==> config.mk <==
export PLATFORM = sky130hd
export DESIGN_NAME = msil_top
export DESIGN_NICKNAME = d
export VERILOG_FILES = /design/src/hw/msil_top.v
export VERILOG_INCLUDE_DIRS = /design/src /design/src/hw
export SDC_FILE = /design/constraint.sdc
export NUM_CORES = 1
export LEC_CHECK = 0
export BUFFER_PORTS_ARGS = -buffer_cell sky130_fd_sc_hd__buf_2
export CAP_MARGIN = 20
export CORE_MARGIN = 2
export CORE_UTILIZATION = 30
export CTS_CLUSTER_SIZE = 8
export DETAILED_ROUTE_END_ITERATION = 8
export SLEW_MARGIN = 20
export SYNTH_ARGS = -nofsm -noshare
export SYNTH_HDL_FRONTEND = slang
export SYNTH_SLANG_ARGS = --single-unit
==> constraint.sdc <==
create_clock -name clk_in -period 3.08 [get_ports clk_in]
set_clock_uncertainty 0.05 [all_clocks]
set_input_delay 0.308 -clock clk_in [delete_from_list [all_inputs] [get_ports clk_in]]
set_output_delay 0.308 -clock clk_in [all_outputs]
set_load 0.05 [all_outputs]
==> src/hw/msil_consts.vh <==
// constants for the meter status and information list block
`ifndef MSIL_CONSTS_VH
`define MSIL_CONSTS_VH
// register offsets on the plain register port
`define MSIL_ADDR_W 4
`define MSIL_OFF_INST 4'h0
`define MSIL_OFF_FERR 4'h1
`define MSIL_OFF_CTRL 4'h2
`define MSIL_OFF_MENU 4'h3
// control register fields
`define MSIL_CTRL_PARAM 0
`define MSIL_CTRL_CLR 1
// installation word digit positions (low bit of each nibble)
`define MSIL_DIG_TAMPER 0
`define MSIL_DIG_ROTATE 4
`define MSIL_DIG_PHASE 8
`define MSIL_DIG_REVP 12
`define MSIL_DIG_CINT 16
`define MSIL_DIG_IMAX 20
`define MSIL_DIG_UNDER 24
`define MSIL_DIG_OVER 28
// function error flag positions
`define MSIL_FE_DATA 2
`define MSIL_FE_PAR 8
`define MSIL_FE_SET 9
`define MSIL_FE_CODE 10
`define MSIL_FE_ADJ 15
// reset values
`define MSIL_WORD_ZERO 32'h0000_0000
`define MSIL_NIBBLE_ZERO 4'h0
// width of one installation word digit
`define MSIL_DIGIT_W 4
// press thresholds in milliseconds
`define MSIL_SHORT_MS 2000
`define MSIL_LONG_MS 5000
`define MSIL_CLK_KHZ 10000
// display menu states
`define MSIL_ST_OPER 3'h0
`define MSIL_ST_ENTRY 3'h1
`define MSIL_ST_INST 3'h2
`define MSIL_ST_REG 3'h3
`define MSIL_ST_END 3'h4
`endif

==> src/hw/msil_top.v <==
// meter status words, function error flags and information list menu
// How it works
// - in the list, a press under 2 s advances to the next item
// - a press of 2 s or more in the list skips historical items ahead
// - at entry, a 2..5 s press enters; first item is installation word
// - at end item, under 2 s returns to first register; over 5 s exits
// - installation faults are recorded in the installation word, shown on display
// - installation conditions come from instantaneous measurement inputs
// - no fault present reads as 0000_0000
// - tamper digit: 1 meter cover, 2 terminal cover, 4 magnetic field
// - rotating-field digit: 1 lost neutral, 2 wrong phase sequence
// - phase-failure digit: 1,2,4 for lines one..three, 8 auxiliary supply
// - reverse power and current interruption digits: 1,2,4 per line
// - over-current, under 80% and over 115% digits: 1,2,4 per line
// - function error word holds five flags as an eight digit word
// - supply-loss data checksum failure sets value 4 in lowest digit
// - parameter, settings, program checksum set 1,2,4 in third digit
// - calibration checksum failure sets 8 in fourth digit
// - function error word is output to display and read-out
// - clear command works only in parametrisation mode
//
// The implementer's own choices: the plain strobed port and the register offsets.
`timescale 1ns/1ns
`include "msil_consts.vh"
module msil_top #(
  parameter SHORT_CYC = (`MSIL_SHORT_MS * `MSIL_CLK_KHZ),
  parameter LONG_CYC = (`MSIL_LONG_MS * `MSIL_CLK_KHZ),
  parameter REG_COUNT = 8,
  parameter HIST_SKIP = 4
) (
  // clock, reset, enable
  input wire clk_in,
  input wire resetn_in,
  input wire ce_in,
  // call-up button, high while pressed
  input wire button_in,
  // instantaneous measurement conditions, one bit per condition
  input wire [2:0] tamper_in,
  input wire neutral_lost_in,
  input wire phase_seq_bad_in,
  input wire [2:0] phase_fail_in,
  input wire aux_fail_in,
  input wire [2:0] rev_power_in,
  input wire [2:0] cur_int_in,
  input wire [2:0] over_cur_in,
  input wire [2:0] under_volt_in,
  input wire [2:0] over_volt_in,
  // checksum failure pulses
  input wire data_cks_fail_in,
  input wire par_cks_fail_in,
  input wire set_cks_fail_in,
  input wire code_cks_fail_in,
  input wire adj_cks_fail_in,
  // register port
  input wire [`MSIL_ADDR_W-1:0] addr_in,
  input wire [31:0] wdata_in,
  input wire wr_in,
  input wire rd_in,
  output reg [31:0] rdata_out,
  // display path
  output reg [2:0] menu_state_out,
  output reg [7:0] menu_item_out,
  output reg [31:0] display_word_out,
  output reg operation_display_out,
  output reg [31:0] readout_ferr_out
);

  localparam CNT_W = 32;

  wire [31:0] inst_reg;
  wire [31:0] ferr_reg;
  reg param_mode_reg;
  reg [2:0] state_reg;
  reg [7:0] item_reg;
  reg [CNT_W-1:0] press_reg;
  reg btn_reg;
  reg [2:0] state_next;
  reg [7:0] item_next;
  wire flag_data;
  wire flag_par;
  wire flag_set;
  wire flag_code;
  wire flag_adj;
  wire release_evt;
  wire is_short;
  wire is_mid;
  wire is_long;
  wire clr_cmd;

  // installation word: one registered digit per category, not sticky
  msil_digit #(
    .FLAG_W(3)
  ) u_msil_digit_tamper (
    .clk_in(clk_in), .resetn_in(resetn_in), .ce_in(ce_in),
    .flags_in(tamper_in),
    .digit_out(inst_reg[`MSIL_DIG_TAMPER +: `MSIL_DIGIT_W])
  );
  msil_digit #(
    .FLAG_W(2)
  ) u_msil_digit_rotate (
    .clk_in(clk_in), .resetn_in(resetn_in), .ce_in(ce_in),
    .flags_in({phase_seq_bad_in, neutral_lost_in}),
    .digit_out(inst_reg[`MSIL_DIG_ROTATE +: `MSIL_DIGIT_W])
  );
  msil_digit #(
    .FLAG_W(4)
  ) u_msil_digit_phase (
    .clk_in(clk_in), .resetn_in(resetn_in), .ce_in(ce_in),
    .flags_in({aux_fail_in, phase_fail_in}),
    .digit_out(inst_reg[`MSIL_DIG_PHASE +: `MSIL_DIGIT_W])
  );
  msil_digit #(
    .FLAG_W(3)
  ) u_msil_digit_revp (
    .clk_in(clk_in), .resetn_in(resetn_in), .ce_in(ce_in),
    .flags_in(rev_power_in),
    .digit_out(inst_reg[`MSIL_DIG_REVP +: `MSIL_DIGIT_W])
  );
  msil_digit #(
    .FLAG_W(3)
  ) u_msil_digit_cint (
    .clk_in(clk_in), .resetn_in(resetn_in), .ce_in(ce_in),
    .flags_in(cur_int_in),
    .digit_out(inst_reg[`MSIL_DIG_CINT +: `MSIL_DIGIT_W])
  );
  msil_digit #(
    .FLAG_W(3)
  ) u_msil_digit_imax (
    .clk_in(clk_in), .resetn_in(resetn_in), .ce_in(ce_in),
    .flags_in(over_cur_in),
    .digit_out(inst_reg[`MSIL_DIG_IMAX +: `MSIL_DIGIT_W])
  );
  msil_digit #(
    .FLAG_W(3)
  ) u_msil_digit_under (
    .clk_in(clk_in), .resetn_in(resetn_in), .ce_in(ce_in),
    .flags_in(under_volt_in),
    .digit_out(inst_reg[`MSIL_DIG_UNDER +: `MSIL_DIGIT_W])
  );
  msil_digit #(
    .FLAG_W(3)
  ) u_msil_digit_over (
    .clk_in(clk_in), .resetn_in(resetn_in), .ce_in(ce_in),
    .flags_in(over_volt_in),
    .digit_out(inst_reg[`MSIL_DIG_OVER +: `MSIL_DIGIT_W])
  );

  // sticky checksum flags, cleared only by an accepted clear command
  msil_flag u_msil_flag_data (
    .clk_in(clk_in), .resetn_in(resetn_in), .ce_in(ce_in),
    .set_in(data_cks_fail_in),
    .clr_in(clr_cmd),
    .flag_out(flag_data)
  );
  msil_flag u_msil_flag_par (
    .clk_in(clk_in), .resetn_in(resetn_in), .ce_in(ce_in),
    .set_in(par_cks_fail_in),
    .clr_in(clr_cmd),
    .flag_out(flag_par)
  );
  msil_flag u_msil_flag_set (
    .clk_in(clk_in), .resetn_in(resetn_in), .ce_in(ce_in),
    .set_in(set_cks_fail_in),
    .clr_in(clr_cmd),
    .flag_out(flag_set)
  );
  msil_flag u_msil_flag_code (
    .clk_in(clk_in), .resetn_in(resetn_in), .ce_in(ce_in),
    .set_in(code_cks_fail_in),
    .clr_in(clr_cmd),
    .flag_out(flag_code)
  );
  msil_flag u_msil_flag_adj (
    .clk_in(clk_in), .resetn_in(resetn_in), .ce_in(ce_in),
    .set_in(adj_cks_fail_in),
    .clr_in(clr_cmd),
    .flag_out(flag_adj)
  );

  // function error word from the five flags, other bits read zero
  assign ferr_reg = ({31'h0000_0000, flag_data} << `MSIL_FE_DATA) |
    ({31'h0000_0000, flag_par} << `MSIL_FE_PAR) |
    ({31'h0000_0000, flag_set} << `MSIL_FE_SET) |
    ({31'h0000_0000, flag_code} << `MSIL_FE_CODE) |
    ({31'h0000_0000, flag_adj} << `MSIL_FE_ADJ);

  assign clr_cmd = wr_in && (addr_in == `MSIL_OFF_CTRL) && wdata_in[`MSIL_CTRL_CLR] && param_mode_reg;

  // press classification on release
  assign release_evt = btn_reg && !button_in;
  assign is_short = press_reg < SHORT_CYC;
  assign is_long = press_reg > LONG_CYC;
  assign is_mid = !is_short && !is_long;

  // parametrisation mode bit of the control register
  always @(posedge clk_in or negedge resetn_in) begin
    if (!resetn_in) begin
      param_mode_reg <= 1'b0;
    end else if (ce_in) begin
      if (wr_in && (addr_in == `MSIL_OFF_CTRL)) begin
        param_mode_reg <= wdata_in[`MSIL_CTRL_PARAM];
      end
    end
  end

  // press duration counter
  always @(posedge clk_in or negedge resetn_in) begin
    if (!resetn_in) begin
      btn_reg <= 1'b0;
      press_reg <= {CNT_W{1'b0}};
    end else if (ce_in) begin
      btn_reg <= button_in;
      if (!button_in) begin
        press_reg <= {CNT_W{1'b0}};
      end else if (press_reg != {CNT_W{1'b1}}) begin
        press_reg <= press_reg + 1'b1;
      end
    end
  end

  // menu next state
  always @* begin
    state_next = state_reg;
    item_next = item_reg;
    if (release_evt) begin
      case (state_reg)
        `MSIL_ST_OPER: begin
          if (is_short) begin
            state_next = `MSIL_ST_ENTRY;
          end
        end
        `MSIL_ST_ENTRY: begin
          if (is_mid) begin
            state_next = `MSIL_ST_INST;
            item_next = 8'h00;
          end else if (is_long) begin
            state_next = `MSIL_ST_OPER;
          end
        end
        `MSIL_ST_INST, `MSIL_ST_REG: begin
          if (is_short) begin
            item_next = item_reg + 8'h01;
          end else begin
            item_next = item_reg + HIST_SKIP[7:0];
          end
          if (item_next >= REG_COUNT[7:0]) begin
            state_next = `MSIL_ST_END;
            item_next = REG_COUNT[7:0];
          end else begin
            state_next = `MSIL_ST_REG;
          end
        end
        `MSIL_ST_END: begin
          if (is_short) begin
            state_next = `MSIL_ST_INST;
            item_next = 8'h00;
          end else if (is_long) begin
            state_next = `MSIL_ST_OPER;
          end
        end
        default: begin
          state_next = `MSIL_ST_OPER;
        end
      endcase
    end
  end

  // menu state and display outputs
  always @(posedge clk_in or negedge resetn_in) begin
    if (!resetn_in) begin
      state_reg <= `MSIL_ST_OPER;
      item_reg <= 8'h00;
      menu_state_out <= `MSIL_ST_OPER;
      menu_item_out <= 8'h00;
      display_word_out <= `MSIL_WORD_ZERO;
      operation_display_out <= 1'b1;
      readout_ferr_out <= `MSIL_WORD_ZERO;
    end else if (ce_in) begin
      state_reg <= state_next;
      item_reg <= item_next;
      menu_state_out <= state_next;
      menu_item_out <= item_next;
      operation_display_out <= (state_next == `MSIL_ST_OPER);
      readout_ferr_out <= ferr_reg;
      if (state_next == `MSIL_ST_INST) begin
        display_word_out <= inst_reg;
      end else if (state_next == `MSIL_ST_REG && item_next == 8'h01) begin
        display_word_out <= ferr_reg;
      end else begin
        display_word_out <= `MSIL_WORD_ZERO;
      end
    end
  end

  // register read port, data one cycle after strobe
  always @(posedge clk_in or negedge resetn_in) begin
    if (!resetn_in) begin
      rdata_out <= `MSIL_WORD_ZERO;
    end else if (ce_in) begin
      if (rd_in) begin
        case (addr_in)
          `MSIL_OFF_INST: rdata_out <= inst_reg;
          `MSIL_OFF_FERR: rdata_out <= ferr_reg;
          `MSIL_OFF_CTRL: rdata_out <= {31'h0000_0000, param_mode_reg};
          `MSIL_OFF_MENU: rdata_out <= {21'h00_0000, state_reg, item_reg};
          default: rdata_out <= `MSIL_WORD_ZERO;
        endcase
      end else begin
        rdata_out <= `MSIL_WORD_ZERO;
      end
    end
  end

endmodule // msil_top

// one installation digit: condition flags of a category, registered as a nibble
module msil_digit #(
  parameter FLAG_W = 3
) (
  // clock, reset, enable
  input wire clk_in,
  input wire resetn_in,
  input wire ce_in,
  // instantaneous conditions of this category, bit n for code 2**n
  input wire [FLAG_W-1:0] flags_in,
  // nibble as it stands in the installation word
  output reg [`MSIL_DIGIT_W-1:0] digit_out
);

  wire [`MSIL_DIGIT_W-1:0] digit_next;

  // unused high code bits read zero; codes of one category combine bitwise
  generate
    if (FLAG_W < `MSIL_DIGIT_W) begin : g_pad
      assign digit_next = {{(`MSIL_DIGIT_W-FLAG_W){1'b0}}, flags_in};
    end else begin : g_full
      assign digit_next = flags_in[`MSIL_DIGIT_W-1:0];
    end
  endgenerate

  // follows the inputs every enabled cycle, so a cleared condition drops out
  always @(posedge clk_in or negedge resetn_in) begin
    if (!resetn_in) begin
      digit_out <= `MSIL_NIBBLE_ZERO;
    end else if (ce_in) begin
      digit_out <= digit_next;
    end
  end

endmodule // msil_digit

// one sticky error flag: a set pulse wins over a clear in the same cycle
module msil_flag #(
  parameter [0:0] RESET_VAL = 1'b0
) (
  // clock, reset, enable
  input wire clk_in,
  input wire resetn_in,
  input wire ce_in,
  // failure pulse and accepted clear command
  input wire set_in,
  input wire clr_in,
  // flag as it stands in the function error word
  output reg flag_out
);

  // drops only on an accepted clear, never when the failure goes away
  always @(posedge clk_in or negedge resetn_in) begin
    if (!resetn_in) begin
      flag_out <= RESET_VAL;
    end else if (ce_in) begin
      flag_out <= set_in | (flag_out & ~clr_in);
    end
  end

endmodule // msil_flag

==> impl_metrics.yaml <==
layout:
  area_growth_pct: 25.1
  fillCellCount: 2059
  regArea_um2: 3330
  layout_common_cells: "dfrtp_1 (131), buf_2 (109), nand2_1 (56)"
  layout-drive-gt1-share_pct: 30.5
  final_nets: 832
  layout_commonest_cell: "dfrtp_1"
  multi_input_area_um2: 2890
  stdcell_count: 1046
  largest_reg_flops: 32
floorplanning:
  die_area_um2: 22900
  ios: 179
  fp.coreArea_um2: 21200
  die_y_um: 151
  row_count: 53
  fp.dieW_um: 151
  initial_core_util_pct: 30.7
synth:
  synth_edf_count: 0
  ys_seq_area_share_pct: 51.2
  synth.avg_cell_area_um2: 10.5
  syn_area_um2: 6500
  yosys.area.top_type: "dfrtp_1"
  synth_seq_cells: 133
  yosys_warnings: 0
  yosys.area.top_type_share_pct: 50.8
  async_reset_ff_share_pct: 100
  synthTopCellsByArea: "dfrtp_1 (51%), a22o_1 (6.5%), mux2_2 (4.8%)"
  ys.flop_type: "dfrtp_1"
  syn_inst: 618
  synth.distinct_cells: 66
clocking:
  clk_latency_ps: 420
  htree_levels: 4
  cts.clk_slew.worst_paths_ps: 60
  ctsRootBufferMaster: "clkbuf_16"
  cts_sinks: 133
  cts_buffer_depth: 2
  cts_buffers: 17
  tritoncts: "yes"
sta:
  tightestPinTransition_ps: 928
  fmax_ghz: 0.337
  finalSetupViolCount: 0
  min_period_ps: 2970
  timing.final.crit_share_pct: 96.3
  relSlewSlack_pct: 37.9
  slew_viol_final: 0
  hold_viol: 0
routing:
  wl_per_cell_um: 16.4
  route.detailed.vias_per_inst: 4.88
  initialDrtViolationCount: 298
  dr.pass1.iters: 6
  num_vias: 5102
  wl_um: 17100
  post-route-drc-count: 0
  antenna_left: 0
setup_path:
  worst-r2r-setup-slack_ps: 110
  path_class: "reg2reg"
  critical_path.slowest_cell: "or4_4"
  worstPathArrival_ps: 3220
  reg2reg_to: "display_word_out[9]$_DFFE_PN0P_"
  slowest_delay_ps: 540
  reg2reg_depth: 8
  path_cells: "or4_4 -> nand3b_1 -> or4_4 -> a211oi_4 -> nor3_2 -> a221oi_2 -> and4bb_4 -> a221o_1"
  required_ps: 3330
  critical_path.top_delay_family: "simple AND/OR/NAND/NOR gates"
  worstPathMaxFanout: 5
  path_buf_inv: 0
  r2r_start: "press_reg[10]$_DFFE_PN0P_"
  critPathCaptureType: "flop"
  cpMostUsedCell: "or4_4"
  cp-start-kind: "flop"
placement:
  placed_cells: 1010
  numPortBuffers: 110
  hpwl_um: 12000
  place_congestion: 0.837
global_routing:
  grt_max_degree: 60
  grt_overflow: 0
  grt_pass1_wl_um: 27100
  grt_use_total_pct: 15.2
  antenna_found_initial: 0
  grt_pass1_vias: 5055
pwr:
  finalPower_w: 0.00533
  power.leakage_nw: 3.87
  power_density_nw_per_um2: 656
  peakVddDrop_mv: 0.386
min_path:
  whs_path_depth: 3
  hp-class: "in2reg"
  holdPathEnd: "u_msil_digit_phase.digit_out[1]$_DFFE_PN0P_"
  min-delay-start: "phase_fail_in[1]"
status:
  status: "finished, final reports clean"
run:
  drv_cap: 0
[what timing repair did]
| item | in CTS | in global routing |
|---|---|---|
| resized for setup | 1 | 8 |
| hold buffers | 1 | 0 |
| pin swaps | 1 | 4 |
| hold endpoints to repair | 56 | 0 |
| setup buffers | 0 | 2 |
| endpoints found under the setup margin | 4 | 30 |
[worst register-to-register path: cells and delay by family, from the launching register on]
| kind | cells | cell delay (ps) |
|---|---|---|
| and+or+nand+nor | 5 | 1520 |
| AOI/OAI and AO/OA | 3 | 910 |
| DFF | 1 | 370 |
[cell usage after synthesis, drive strengths merged (4+ instances only)]
master / n
a211oi: 5
a21oi: 17
a221o: 4
a22o: 48
a22oi: 5
and2: 9
and3: 4
and4: 4
buf: 45
clkbuf: 25
dfrtp: 132
ha: 4
inv: 13
mux2: 29
mux2i: 6
nand2: 56
nand2b: 4
nand3: 25
nand4: 7
nor2: 42
nor3: 20
o21ai: 32
o2bb2ai: 10
o31ai: 12
or3: 4
xnor2: 6
xor2: 5
[stage by stage]
stage	setup TNS [ps]	util [%]	hold WS, ps	setup slack, ps	cell area (um2)
final	0	38.5	49.1	114	8130
after global routing	-4.11	38.4	48.6	-4.11	8130
after CTS	0	38.2	35.5	7.84	8080
after detailed placement	-53.8	35.2	276	-28.9	7440
after global placement	-0.0815	35.2	276	-0.0815	7440
after floorplan	0	-	-37.6	206	6640
[report_power, final]
part	internal (W)	switching (W)	leakage, nW
registers	0.00190	0.000122	1.71
logic	0.000349	0.000836	1.86
clock network	0.00133	0.000797	0.302
total	0.00358	0.00176	3.87
[routing by layer]
| metal | track usage, % | up-vias | part of all wire, % |
|---|---|---|---|
| li1 | - | 2469 | - |
| met1 | 20.7 | 2487 | 47 |
| met2 | 23.6 | 125 | 47 |
| met3 | 3.25 | 21 | 4.1 |
| met4 | 6.17 | 0 | 2.0 |
| met5 | 0 | - | 0 |
[cell type report]
type / count / share of cell area [%]
Tap cell: 275 / 4.23
Antenna cell: 1 / 0.0308
Inverter: 14 / 0.646
Clock buffer: 20 / 5.61
Sequential cell: 133 / 40.9
Multi-Input combinational cell: 438 / 35.5
Clock inverter: 12 / 2.06
Timing Repair Buffer: 153 / 11.0
[worst max path at each step]
stage / start / to / slack, ps / depth (start not counted)
finish: press_reg[10]$_DFFE_PN0P_ / display_word_out[9]$_DFFE_PN0P_ / 110 / 8
global route: press_reg[2]$_DFFE_PN0P_ / press_reg[31]$_DFFE_PN0P_ / -4 / 8
CTS: press_reg[10]$_DFFE_PN0P_ / display_word_out[10]$_DFFE_PN0P_ / 8 / 8
detailed placement: press_reg[10]$_DFFE_PN0P_ / display_word_out[10]$_DFFE_PN0P_ / -30 / 8
global placement: press_reg[10]$_DFFE_PN0P_ / display_word_out[2]$_DFFE_PN0P_ / -0.08 / 8
floorplan: press_reg[10]$_DFFE_PN0P_ / display_word_out[10]$_DFFE_PN0P_ / 210 / 8
[kinds of logic after synthesis]
group / share of synthesized area (%)
other cells: 0.0577
fa+ha+maj: 0.770
compound gates: 18.1
xor+xnor: 1.48
flops: 51.2
simple gates: 15.1
mux: 6.00
buf+inv: 7.27
Note: power is estimated with default switching activity, not from simulation.
